$ cat config.mk
export PLATFORM = sky130hd
export DESIGN_NAME = ovsc_top
export DESIGN_NICKNAME = d
export VERILOG_FILES = /design/src/include/ovsc_pkg.sv /design/src/hw/ovsc_top.sv
export VERILOG_INCLUDE_DIRS = /design/src /design/src/include
export SDC_FILE = /design/constraint.sdc
export NUM_CORES = 1
export LEC_CHECK = 0
export CORE_ASPECT_RATIO = 1.5
export CORE_MARGIN = 3
export CORE_UTILIZATION = 40
export CTS_CLUSTER_DIAMETER = 100
export DETAILED_ROUTE_END_ITERATION = 7
export DONT_BUFFER_PORTS = 1
export HOLD_SLACK_MARGIN = 0.03
export PLACE_DENSITY = 0.62
export REMOVE_ABC_BUFFERS = 1
export SLEW_MARGIN = 20
export SYNTH_ARGS = -nofsm -noshare
export SYNTH_HDL_FRONTEND = slang
export SYNTH_SLANG_ARGS = --single-unit
$ cat constraint.sdc
create_clock -name aclk -period 7 [get_ports aclk]
set_clock_uncertainty 0.1 [all_clocks]
set_input_delay 2.1 -clock aclk [delete_from_list [all_inputs] [get_ports aclk]]
set_output_delay 2.1 -clock aclk [all_outputs]
set_load 0.05 [all_outputs]
$ cat src/include/ovsc_regs.svh
// How it works
// Reference steps one code toward a new trim or margin target every 32 us.
// Fault reporting is masked from slew start until blanking ends.
// After arrival, blanking ends once eight switching cycles are counted.
// Light-load (discontinuous) operation is forced for the whole slew and blank.
// At blank end the selected skip mode drives conduction mode again.
// Without enough cycles, blanking ends anyway after a 1 ms timeout.
// With discharge enabled, the 10 ohm load is on while slewing down.
// The discharge load stays off for upward slews.
// Discharge load releases as soon as the reference reaches its target.
// Software should leave skip mode off or ultrasonic before big downward slews.
// Switching disabled turns on the 10 ohm soft-shutdown pull-down.
// Soft-shutdown stays on after the enable pin later goes low.
// Soft-shutdown never engages unless enable was seen high since reset.
// High-side gate starts weak, goes strong once switch node passes 0.5 V.
// Skip codes 01 and 10 enable power save, 10 ultrasonic, else continuous.
// A retarget mid-slew continues from the present reference and re-blanks.
`ifndef OVSC_REGS_SVH
`define OVSC_REGS_SVH

// ---------------------------------------------------------------
// Register map (byte addresses)
// ---------------------------------------------------------------
`define OVSC_CTRL_OFF     8'h00
`define OVSC_TARGET_OFF   8'h04
`define OVSC_STATE_OFF    8'h08
`define OVSC_IRQ_STAT_OFF 8'h0c
`define OVSC_IRQ_MASK_OFF 8'h10
`define OVSC_CTRL_RST     4'h9
`define OVSC_TARGET_RST   8'h6f
`define OVSC_IRQ_RST      3'h0

// ---------------------------------------------------------------
// Timing
// ---------------------------------------------------------------
`define OVSC_CLK_MHZ      100
`define OVSC_STEP_US      32
`define OVSC_TIMEOUT_US   1000
`define OVSC_STEP_CYC     (`OVSC_STEP_US * `OVSC_CLK_MHZ)
`define OVSC_TIMEOUT_CYC  (`OVSC_TIMEOUT_US * `OVSC_CLK_MHZ)
`define OVSC_SETTLE_CYC   8
`define OVSC_RESP_OKAY    2'h0
`define OVSC_RESP_SLVERR  2'h2

`endif

$ cat src/include/ovsc_pkg.sv
`default_nettype none
package ovsc_pkg;
  typedef enum logic [1:0] {
    st_idle   = 2'b00,
    st_slew   = 2'b01,
    st_settle = 2'b11
  } ovsc_state_type;

  typedef struct packed {
    logic [1:0] skip_mode_select;
    logic       slew_discharge_enable;
    logic       switch_enable;
  } ovsc_ctrl_type;

  typedef struct packed {
    logic [2:0] margin;
    logic [4:0] feedback_trim_setting;
  } ovsc_target_type;

  // Event bit order in the interrupt registers
  typedef struct packed {
    logic timeout;
    logic blank_end;
    logic slew_done;
  } ovsc_event_type;
endpackage : ovsc_pkg
`default_nettype wire

$ cat src/hw/ovsc_top.sv
`timescale 1ns/10ps
`default_nettype none
`include "ovsc_regs.svh"
module ovsc_top #(
  parameter int STEP_CYC    = `OVSC_STEP_CYC,
  parameter int TIMEOUT_CYC = `OVSC_TIMEOUT_CYC,
  parameter int SETTLE_CYC  = `OVSC_SETTLE_CYC
) (
  input  wire logic        aclk,
  input  wire logic        aresetn,
  input  wire logic [7:0]  awaddr,
  input  wire logic        awvalid,
  output var  logic        awready,
  input  wire logic [31:0] wdata,
  input  wire logic [3:0]  wstrb,
  input  wire logic        wvalid,
  output var  logic        wready,
  output var  logic [1:0]  bresp,
  output var  logic        bvalid,
  input  wire logic        bready,
  input  wire logic [7:0]  araddr,
  input  wire logic        arvalid,
  output var  logic        arready,
  output var  logic [31:0] rdata,
  output var  logic [1:0]  rresp,
  output var  logic        rvalid,
  input  wire logic        rready,
  input  wire logic        enable_pin,
  input  wire logic        switch_cycle,
  input  wire logic        fault_raw,
  input  wire logic        gate_request,
  input  wire logic        switch_node_high,
  output var  logic [7:0]  reference_code,
  output var  logic        fault_report,
  output var  logic        light_load_save,
  output var  logic        ultrasonic_save,
  output var  logic        slew_discharge_on,
  output var  logic        soft_shutdown_on,
  output var  logic        high_side_gate_drive,
  output var  logic        high_side_strong,
  output var  logic        irq
);
  import ovsc_pkg::*;

  localparam int SW = $clog2(STEP_CYC + 1);
  localparam int TW = $clog2(TIMEOUT_CYC + 1);
  localparam int CW = $clog2(SETTLE_CYC + 1);

  // ---------------------------------------------------------------
  // Register bus
  // ---------------------------------------------------------------
  ovsc_ctrl_type   ctrl;
  ovsc_target_type target;
  ovsc_event_type  irq_status;
  ovsc_event_type  irq_mask;
  ovsc_event_type  events;
  ovsc_state_type  state;
  logic            aw_held;
  logic            w_held;
  logic [7:0]      aw_addr_q;
  logic [31:0]     w_data_q;
  logic [3:0]      w_strb_q;
  logic [7:0]      ref_q;
  logic            dir_down;
  logic            en_seen;

  wire aw_take  = awvalid & awready;
  wire w_take   = wvalid & wready;
  wire ar_take  = arvalid & arready;
  wire wr_do    = aw_held & w_held & ~bvalid;
  wire next_aw_held = (aw_held | aw_take) & ~wr_do;
  wire next_w_held  = (w_held | w_take) & ~wr_do;
  wire next_bvalid  = wr_do | (bvalid & ~bready);
  wire next_rvalid  = ar_take | (rvalid & ~rready);
  wire [7:0] wa = {aw_addr_q[7:2], 2'b00};
  wire [7:0] ra = {araddr[7:2], 2'b00};
  wire wlo      = wr_do & w_strb_q[0];
  wire wr_ctrl  = wlo & (wa == `OVSC_CTRL_OFF);
  wire wr_targ  = wlo & (wa == `OVSC_TARGET_OFF);
  wire wr_clr   = wlo & (wa == `OVSC_IRQ_STAT_OFF);
  wire wr_mask  = wlo & (wa == `OVSC_IRQ_MASK_OFF);
  wire wr_hit   = (wa == `OVSC_CTRL_OFF) | (wa == `OVSC_TARGET_OFF)
                | (wa == `OVSC_STATE_OFF) | (wa == `OVSC_IRQ_STAT_OFF)
                | (wa == `OVSC_IRQ_MASK_OFF);
  wire rd_hit   = (ra == `OVSC_CTRL_OFF) | (ra == `OVSC_TARGET_OFF)
                | (ra == `OVSC_STATE_OFF) | (ra == `OVSC_IRQ_STAT_OFF)
                | (ra == `OVSC_IRQ_MASK_OFF);
  wire [31:0] state_word = {16'h0000, ref_q, 2'b00, en_seen, dir_down,
                            soft_shutdown_on, slew_discharge_on, state};
  wire [31:0] rd_word =
      (ra == `OVSC_CTRL_OFF)     ? {28'h0000000, ctrl}   :
      (ra == `OVSC_TARGET_OFF)   ? {24'h000000, target}  :
      (ra == `OVSC_STATE_OFF)    ? state_word            :
      (ra == `OVSC_IRQ_STAT_OFF) ? {29'h0, irq_status} :
      (ra == `OVSC_IRQ_MASK_OFF) ? {29'h0, irq_mask}   : 32'h00000000;

  always_ff @(posedge aclk) begin
    if (!aresetn) begin
      aw_held <= 1'b0;
      w_held  <= 1'b0;
      awready <= 1'b0;
      wready  <= 1'b0;
      bvalid  <= 1'b0;
      arready <= 1'b0;
      rvalid  <= 1'b0;
    end else begin
      aw_held <= next_aw_held;
      w_held  <= next_w_held;
      awready <= ~next_aw_held;
      wready  <= ~next_w_held;
      bvalid  <= next_bvalid;
      arready <= ~next_rvalid;
      rvalid  <= next_rvalid;
    end
  end

  always_ff @(posedge aclk) begin
    if (!aresetn) begin
      aw_addr_q <= 8'h00;
      w_data_q  <= 32'h00000000;
      w_strb_q  <= 4'h0;
      bresp     <= `OVSC_RESP_OKAY;
      rresp     <= `OVSC_RESP_OKAY;
      rdata     <= 32'h00000000;
    end else begin
      if (aw_take) aw_addr_q <= awaddr;
      if (w_take) begin
        w_data_q <= wdata;
        w_strb_q <= wstrb;
      end
      if (wr_do) bresp <= wr_hit ? `OVSC_RESP_OKAY : `OVSC_RESP_SLVERR;
      if (ar_take) begin
        rdata <= rd_word;
        rresp <= rd_hit ? `OVSC_RESP_OKAY : `OVSC_RESP_SLVERR;
      end
    end
  end

  // Set wins over a write-one-clear in the same cycle
  wire [2:0] clr_bits = wr_clr ? w_data_q[2:0] : 3'h0;
  always_ff @(posedge aclk) begin
    if (!aresetn) begin
      ctrl       <= `OVSC_CTRL_RST;
      target     <= `OVSC_TARGET_RST;
      irq_status <= `OVSC_IRQ_RST;
      irq_mask   <= `OVSC_IRQ_RST;
      irq        <= 1'b0;
    end else begin
      if (wr_ctrl) ctrl <= w_data_q[3:0];
      if (wr_targ) target <= w_data_q[7:0];
      if (wr_mask) irq_mask <= w_data_q[2:0];
      irq_status <= (irq_status & ~clr_bits) | events;
      irq        <= |(((irq_status & ~clr_bits) | events) & irq_mask);
    end
  end

  // ---------------------------------------------------------------
  // Reference slew and blanking
  // ---------------------------------------------------------------
  ovsc_state_type next_state;
  logic [SW-1:0]  step_cnt;
  logic [TW-1:0]  to_cnt;
  logic [CW-1:0]  cyc_cnt;

  wire [7:0] goal       = target;
  wire switching_on     = ctrl.switch_enable & enable_pin;
  wire at_goal          = (ref_q == goal);
  wire step_due         = (step_cnt == SW'(STEP_CYC - 1));
  wire cycles_done      = switch_cycle & (cyc_cnt == CW'(SETTLE_CYC - 1));
  wire timed_out        = (to_cnt == TW'(TIMEOUT_CYC - 1));
  wire skip_on          = ^ctrl.skip_mode_select;
  wire skip_ultra       = (ctrl.skip_mode_select == 2'b10);

  always_comb begin
    next_state = state;
    events     = 3'h0;
    case (state)
      st_idle: begin
        if (switching_on & ~at_goal) next_state = st_slew;
      end
      st_slew: begin
        if (!switching_on) begin
          next_state = st_idle;
        end else if (at_goal) begin
          next_state       = st_settle;
          events.slew_done = 1'b1;
        end
      end
      st_settle: begin
        if (!switching_on) begin
          next_state = st_idle;
        end else if (!at_goal) begin
          next_state = st_slew;
        end else if (cycles_done) begin
          next_state       = st_idle;
          events.blank_end = 1'b1;
        end else if (timed_out) begin
          next_state     = st_idle;
          events.timeout = 1'b1;
        end
      end
      default: next_state = st_idle;
    endcase
  end

  always_ff @(posedge aclk) begin
    if (!aresetn) begin
      state    <= st_idle;
      ref_q    <= `OVSC_TARGET_RST;
      step_cnt <= '0;
      dir_down <= 1'b0;
    end else begin
      state <= next_state;
      if (!switching_on) begin
        ref_q    <= goal;
        step_cnt <= '0;
      end else if (state != st_slew || at_goal || step_due) begin
        step_cnt <= '0;
      end else begin
        step_cnt <= step_cnt + SW'(1);
      end
      // A mid-slew retarget keeps the running step count, so its next step can come early
      if (switching_on && state == st_slew && !at_goal && step_due) begin
        ref_q <= (ref_q > goal) ? ref_q - 8'h01 : ref_q + 8'h01;
      end
      dir_down <= (ref_q > goal);
    end
  end

  always_ff @(posedge aclk) begin
    if (!aresetn) begin
      to_cnt  <= '0;
      cyc_cnt <= '0;
    end else if (state != st_settle) begin
      to_cnt  <= '0;
      cyc_cnt <= '0;
    end else begin
      if (!timed_out) to_cnt <= to_cnt + TW'(1);
      if (switch_cycle && !cycles_done) cyc_cnt <= cyc_cnt + CW'(1);
    end
  end

  // ---------------------------------------------------------------
  // Power stage controls
  // ---------------------------------------------------------------
  wire blanking   = (next_state != st_idle);
  // Discharge only on the way down, and only until arrival
  wire next_dis   = ctrl.slew_discharge_enable & switching_on
                  & (next_state == st_slew) & (ref_q > goal);
  wire next_strong = gate_request & (high_side_strong | switch_node_high);

  always_ff @(posedge aclk) begin
    if (!aresetn) begin
      en_seen              <= 1'b0;
      reference_code       <= `OVSC_TARGET_RST;
      fault_report         <= 1'b0;
      light_load_save      <= 1'b0;
      ultrasonic_save      <= 1'b0;
      slew_discharge_on    <= 1'b0;
      soft_shutdown_on     <= 1'b0;
      high_side_gate_drive <= 1'b0;
      high_side_strong     <= 1'b0;
    end else begin
      // Reset stands for power-up: only a later high arms shutdown
      if (enable_pin) en_seen <= 1'b1;
      reference_code    <= ref_q;
      fault_report      <= fault_raw & ~blanking;
      light_load_save   <= blanking | skip_on;
      ultrasonic_save   <= ~blanking & skip_ultra;
      slew_discharge_on <= next_dis;
      // Latch on en_seen keeps the pull-down after enable drops
      soft_shutdown_on  <= (en_seen | enable_pin) & ~switching_on;
      high_side_gate_drive <= gate_request;
      high_side_strong     <= next_strong;
    end
  end
endmodule : ovsc_top
`default_nettype wire

; Yosys cells after proc, flatten, opt, wreduce, memory -nomap -nowiden
; Cells that the tools add are included.
[classes]
n_div = 0
bitwise = 54
shifts = 0
eq_ne = 19
order_cmp = 1
reduce_logical = 16
muxes = 28
addsub = 5
mul = 0
[ops]
columns = op, count
row1 = two-way mux 16 bit, 3
row2 = bitwise AND 1 bit, 24
row3 = == test 6 x 2 -> 1 bit (second input constant), 4
row4 = two-way mux 2 bit, 12
row5 = two-way mux 8 bit, 3
row6 = adder 17 x 1 -> 17 bit (second input constant), 1
row7 = == test 17 bit (second input constant), 1
row8 = logical NOT 8 bit, 2
row9 = OR 1 bit, 15
row10 = adder 12 x 1 -> 12 bit (second input constant), 1
row11 = == test 12 bit (second input constant), 1
row12 = == test 6 x 1 -> 1 bit (second input constant), 2
row13 = == test 6 x 3 -> 1 bit (second input constant), 2
row14 = NOT 1 bit, 11
row15 = two-way mux 3 bit, 3
row16 = adder 8 x 1 -> 8 bit (second input constant), 1
row17 = == test 8 bit, 1
row18 = greater-than comparator 8 bit, 1
row19 = subtractor 8 x 1 -> 8 bit (second input constant), 1
row20 = bitwise AND 3 bit, 2
row21 = two-way mux 1 bit, 6
row22 = one-hot mux 2 bit (3 select lines), 1
row23 = OR reduction 3 bit, 2
row24 = adder 4 x 1 -> 4 bit (second input constant), 1
row25 = 14 further kinds, 22
[totals]
ramBits = 0
latch_bits = 0
ff_bits = 139
mem_bits_ro = 0
wordCells = 163
input_bits = 64
output_inout_bits = 57
mem_count = 0

; Longest topological paths before layout
[logic_depth]
ltp_word = 10
mapped_depth = 15
ltp_nobuf = 15

; Worst setup path after synthesis
; Ideal clock, no wire load.
[synth_path]
path_type = input port to flip-flop
from = input araddr[4]
to = register rdata[4]
path_buffers = 0
path_stages = 5
setup_slack_ns = 3.420
arrival_time_ns = 3.414
required_ns = 6.834
path_cell_list = nor4_1 -> nand2_1 -> nor3_2 -> a222oi_1 -> nor2_1
[synth_via]
elab_chain_cells = 4
[synth_rtl]
columns = element, line_no
row1 = from (decl), ovsc_top.sv:21  ; input wire logic [7:0] araddr,
row2 = == test 6 x 2 -> 1 bit (no line), n/a
row3 = two-way mux 16 bit, ovsc_top.sv:93  ; (ra == `OVSC_STATE_OFF) ? state_word :
row4 = two-way mux 16 bit, ovsc_top.sv:92  ; (ra == `OVSC_TARGET_OFF) ? {24'h000000, target} :
row5 = two-way mux 16 bit *, ovsc_top.sv:91  ; (ra == `OVSC_CTRL_OFF) ? {28'h0000000, ctrl} :
row6 = to (signal assigned), ovsc_top.sv:133  ; rdata <= rd_word;
row7 = to (decl), ovsc_top.sv:24  ; output var logic [31:0] rdata,
; Mark *: on every way between the ends. The rest lies on a longest branch, timed or not.
; A chain may end at the register's enable or synchronous reset.

; Worst setup path after layout
[layout_path]
from = register goal[5] (netlist name)
to = register ref_q[6]
[layout_via]
elab_chain_cells = 5
[layout_rtl]
columns = element, line_no
row1 = "parallel branches: the longest is 5 deep, another holds greater-than comparator 8 bit", n/a
row2 = to (signal assigned), ovsc_top.sv:209  ; ref_q <= `OVSC_TARGET_RST;
row3 = to (signal assigned), ovsc_top.sv:215  ; ref_q <= goal;
row4 = to (signal assigned), ovsc_top.sv:224  ; ref_q <= (ref_q > goal) ? ref_q - 8'h01 : ref_q + 8'h01;
row5 = to (decl), ovsc_top.sv:63  ; logic [7:0] ref_q;
; Parallel ways; which one is timed is not known.

==> impl_summary.txt <==
----------------------------------------------------
[Min path]
  Endpoint with the worst hold slack ... step_cnt[0]
  Depth of the worst hold-timing path ... 1
  Worst hold path type ... flop to flop
  Worst hold start ... step_cnt[0]

[Synthesis]
  Synthesized area per cell ... 8.721 um2
  Top cells by area, synth ... dfxtp_1 (45%), nor2_1 (4.9%), nand2_1 (4.7%), ha_1 (4.3%), mux2i_1 (4.0%)
  Main combinational cell family by area after synthesis ... simple AND/OR/NAND/NOR gates
  Yosys warning total ... 0
  Post-synth EDFFs ... 0
  Post-synthesis cell count ... 607
  Arithmetic-cell share of the synthesized area counting full adders, half adders and majority gates ... 4.632%
  Share of synthesized area occupied by flip-flops and latches ... 45.00%
  Area fraction in compound gates after synthesis ... 11.65%
  Top cell type's share of synthesized area ... 45.00%
  Asr flop ratio synth ... 0%
  Post-Synth Simple-Gate Area ... 23.68%
  Biggest area consumer among synthesized cells ... dfxtp_1
  Most used flip-flop cell after synthesis ... dfxtp_1
  Syn Std Cell Area ... 0.005294 mm2
  Synth unique cells ... 59
  Flip-flop and latch count after synthesis ... 119
  Share of the synthesized netlist area taken by xor and xnor gates ... 4.798%
  Post-synthesis mux area share ... 4.183%

[CTS]
  Postcts setup bufs ... 0
  Buffer type at the clock tree root ... clkbuf_16
  Maximum count of clock buffers along a single path ... 2
  # H-tree levels ... 4
  Post-CTS Hold Fix Bufs ... 0
  CTS tree ... built
  Number of gates resized after CTS ... 0
  Clock transition at the register clock pins on the worst setup and hold paths after CTS ... 0.05 ns
  Sink Count ... 119
  Number of buffers created by CTS ... 17
  Clock latency on the worst-skew pair ... 0.41 ns

[Worst setup path]
  Crit-path cells ... inv_1 -> ha_1 -> a211o_1 -> o211ai_1 -> nor2b_1 -> nand2_1 -> nand2_1 -> inv_1 -> ha_1 -> nor2b_1 -> o21ai_0 -> a21oi_1 -> o21ai_0 -> or3b_2 -> a31o_2
  Critical path class ... flop to flop
  Max stage delay on crit path ... 0.45 ns
  Worst path required time ... 7.20 ns
  Critical Path Fanout Max ... 6
  Crit path launch type ... flop
  Count of cells along the worst register-to-register path ... 15
  Worst path bufs/invs ... 2
  Startpoint of the worst-slack reg-to-reg timing path ... goal[5]
  Delay-heaviest family, CP ... compound AO/OA/AOI/OAI gates
  Slowest cell on crit path ... or3b_2
  Arrival @ worst endpoint ... 3.96 ns
  R2R setup slack ... 3.24 ns
  End of the worst register-to-register path ... ref_q[6]
  CP endpoint kind ... flop
  Crit. Startpoint ... goal[5]

[Route]
  Via-per-instance ratio ... 5.425
  Number of nets with antenna violations after detailed routing ... 0
  Wirelength per Cell ... 15.60 um
  Drt drc ... 0
  Via total after detailed routing ... 4183
  Total iterations of the first detailed-routing run ... 4
  Aggregate routed wire length ... 12020 um
  Detailed Route Iter0 Violations ... 120

[Placement]
  Count of buffers from port buffering ... 0
  DP Area ... 0.005341 mm2
  Post-DP HPWL ... 8668 um
  Routability congestion estimate ... 0.8176

[Power]
  Cell-internal power ... 1.310 mW
  Tot Pwr ... 1.697 mW
  Combinational Power Share ... 5.2%
  Leakage power summed over all cells ... 2.378 nW
  VDD IR max ... 0.0001667 V
  Power per cell area ... 285.2 mW/mm2
  Switching share of power ... 22.79%
  Part of the total power dissipated in the clock network ... 52.1%
  Share of power burned in registers ... 42.7%
  Net switching power of the design ... 0.3866 mW

[Floorplanning]
  Area of the core ... 0.01270 mm2
  Die outline height ... 146.9 um
  Top-level I/O count ... 121
  Horizontal die dimension ... 99.93 um
  Effective utilization at floorplan ... 41.68%
  Row Count ... 50
  Die Area ... 0.01468 mm2

[Timing]
  Slew Limit Fails ... 0
  Unrepaired setup endpoints after global routing ... no
  Post-route fraction of the period consumed by the critical path ... 53.75%
  Minimum clock period after layout ... 3.763 ns
  Number of hold-slack violations in the final timing report ... 0
  Worst Tran Pin Value ... 0.8162 ns
  Upper clock frequency limit ... 265.8 MHz
  Max-slew headroom ... 45.29%
  Summed negative setup slack over all endpoints ... 0 ns
  Number of setup violations in the final report ... 0

[Global routing]
  GRT Total Usage ... 17.03%
  Vias in the first global route ... 4121
  Total global routing overflow ... 0
  Initial antenna violation count ... 0
  M3 GR Usage ... 4.656%
  Most heavily used metal layer in global routing ... met2
  Global-route wire length before repair ... 20000 um
  Met1 GRT Util ... 18.29%
  Pin count of the biggest net entering global routing ... 52
  Global-route track usage on met2 ... 29.95%

[Layout]
  # diodes ... 0
  Share of cells above drive strength 1 ... 6.829%
  Layout Area Growth over Synthesis ... 12.38%
  Layout Cell Area excl Fill ... 0.005949 mm2
  Number of nets at the end of the flow ... 686

[Run status]
  Result of the run ... complete, no violations

[Run]
  Max cap viols ... 0

----------------------------------------------------
[worst reg2reg max path: cells and delay by family, from the launching register on]
kind | cells | cell delay [ns]
compound gates | 6 | 1.19
fa+ha+maj | 2 | 0.64
buf+inv | 2 | 0.24
flops | 1 | 0.40
simple gates | 5 | 1.08
[logic make-up after synthesis]
family | count (synthesis)
and+or+nand+nor | 254
DFF | 119
AOI/OAI and AO/OA | 98
buffers and inverters | 65
xor gates and xnor gates | 29
muxes | 22
adders and majority gates | 19
other | 1
[area by class of cell]
| type | instances | area [um2] |
|---|---|---|
| clock inverters | 8 | 120.1 |
| flip-flops and latches | 119 | 2382 |
| fillers | 1227 | 6750 |
| multi-input cells | 440 | 2659 |
| clock buffers | 23 | 488.0 |
| inverters | 22 | 82.58 |
| well taps | 156 | 195.2 |
| repair buffers | 3 | 22.52 |
[placed cells by master (no fill, tap or decap), types with 6 or more instances in the layout]
master / count
dfxtp_1: 119
nor2_1: 69
nand2_1: 66
a21oi_1: 40
nand3_1: 37
mux2i_1: 21
xor2_1: 21
inv_1: 20
ha_1: 18
conb_1: 18
clkbuf_16: 17
o21ai_0: 16
nand4_1: 15
a22oi_1: 12
and3_1: 11
nor3_1: 9
nor2b_1: 8
xnor2_1: 8
and2_1: 8
o211ai_1: 7
nand2b_1: 6
[registers in the layout (all words and copies together) (netlist names), 6 cells and up]
signal / flops
to_cnt: 17
step_cnt: 12
ref_q: 8
goal: 8
aw_addr_q: 6
rdata: 16
w_data_q: 8
reference_code: 8
[Yosys cell counts, types with 6 or more instances]
master / instances
nand4_1: 15
xnor2_1: 8
xor2_1: 21
a21oi_1: 40
nor2b_1: 8
buf_4: 18
dfxtp_1: 119
mux2i_1: 21
a22oi_1: 12
nand3_1: 37
ha_1: 18
o211ai_1: 7
nand2b_1: 6
inv_1: 20
o21ai_0: 16
and2_1: 8
nor2_1: 69
clkbuf_1: 20
nor3_1: 9
and3_1: 11
nand2_1: 66
[layer usage]
| metal | wire, um | up-vias | share of wire (%) |
|---|---|---|---|
| li1 | - | 2087 | - |
| met1 | 4746 | 1970 | 39 |
| met2 | 6284 | 97 | 52 |
| met3 | 609 | 29 | 5.1 |
| met4 | 384 | 0 | 3.2 |
| met5 | 0 | - | 0 |
[power groups by stage]
stage	registers, mW	clock network (mW)	logic, mW
4_1_cts	0.724	0.903	0.0884
3_5_place_dp	0.738	0	0.0880
5_1_grt	0.725	0.937	0.0980
3_3_place_gp	0.738	0	0.0861
2_1_floorplan	0.734	0	0.0718
6_report	0.724	0.885	0.0882
[stage by stage]
stage / setup WS (ns) / utilization [%] / hold WS, ns / cells
final: 3.237 / 46.85 / 0.3501 / 771
after CTS: 3.251 / 46.85 / 0.3532 / 771
after floorplan: 3.159 / - / 0.3176 / 581
after global placement: 3.190 / 42.06 / 0.3295 / 740
after detailed placement: 3.172 / 42.06 / 0.3436 / 740
after global routing: 3.077 / 46.85 / 0.3676 / 771
[worst max-delay path by stage]
stage	cells past startpoint	end	slack (ns)
finish	15	ref_q[6]	3.24
detailed placement	6	rdata[5]	3.17
floorplan	3	ref_q[7]	3.16
global route	15	ref_q[6]	3.08
global placement	5	ref_q[7]	3.19
CTS	15	ref_q[6]	3.25
Power figures use the tool's default switching activity.
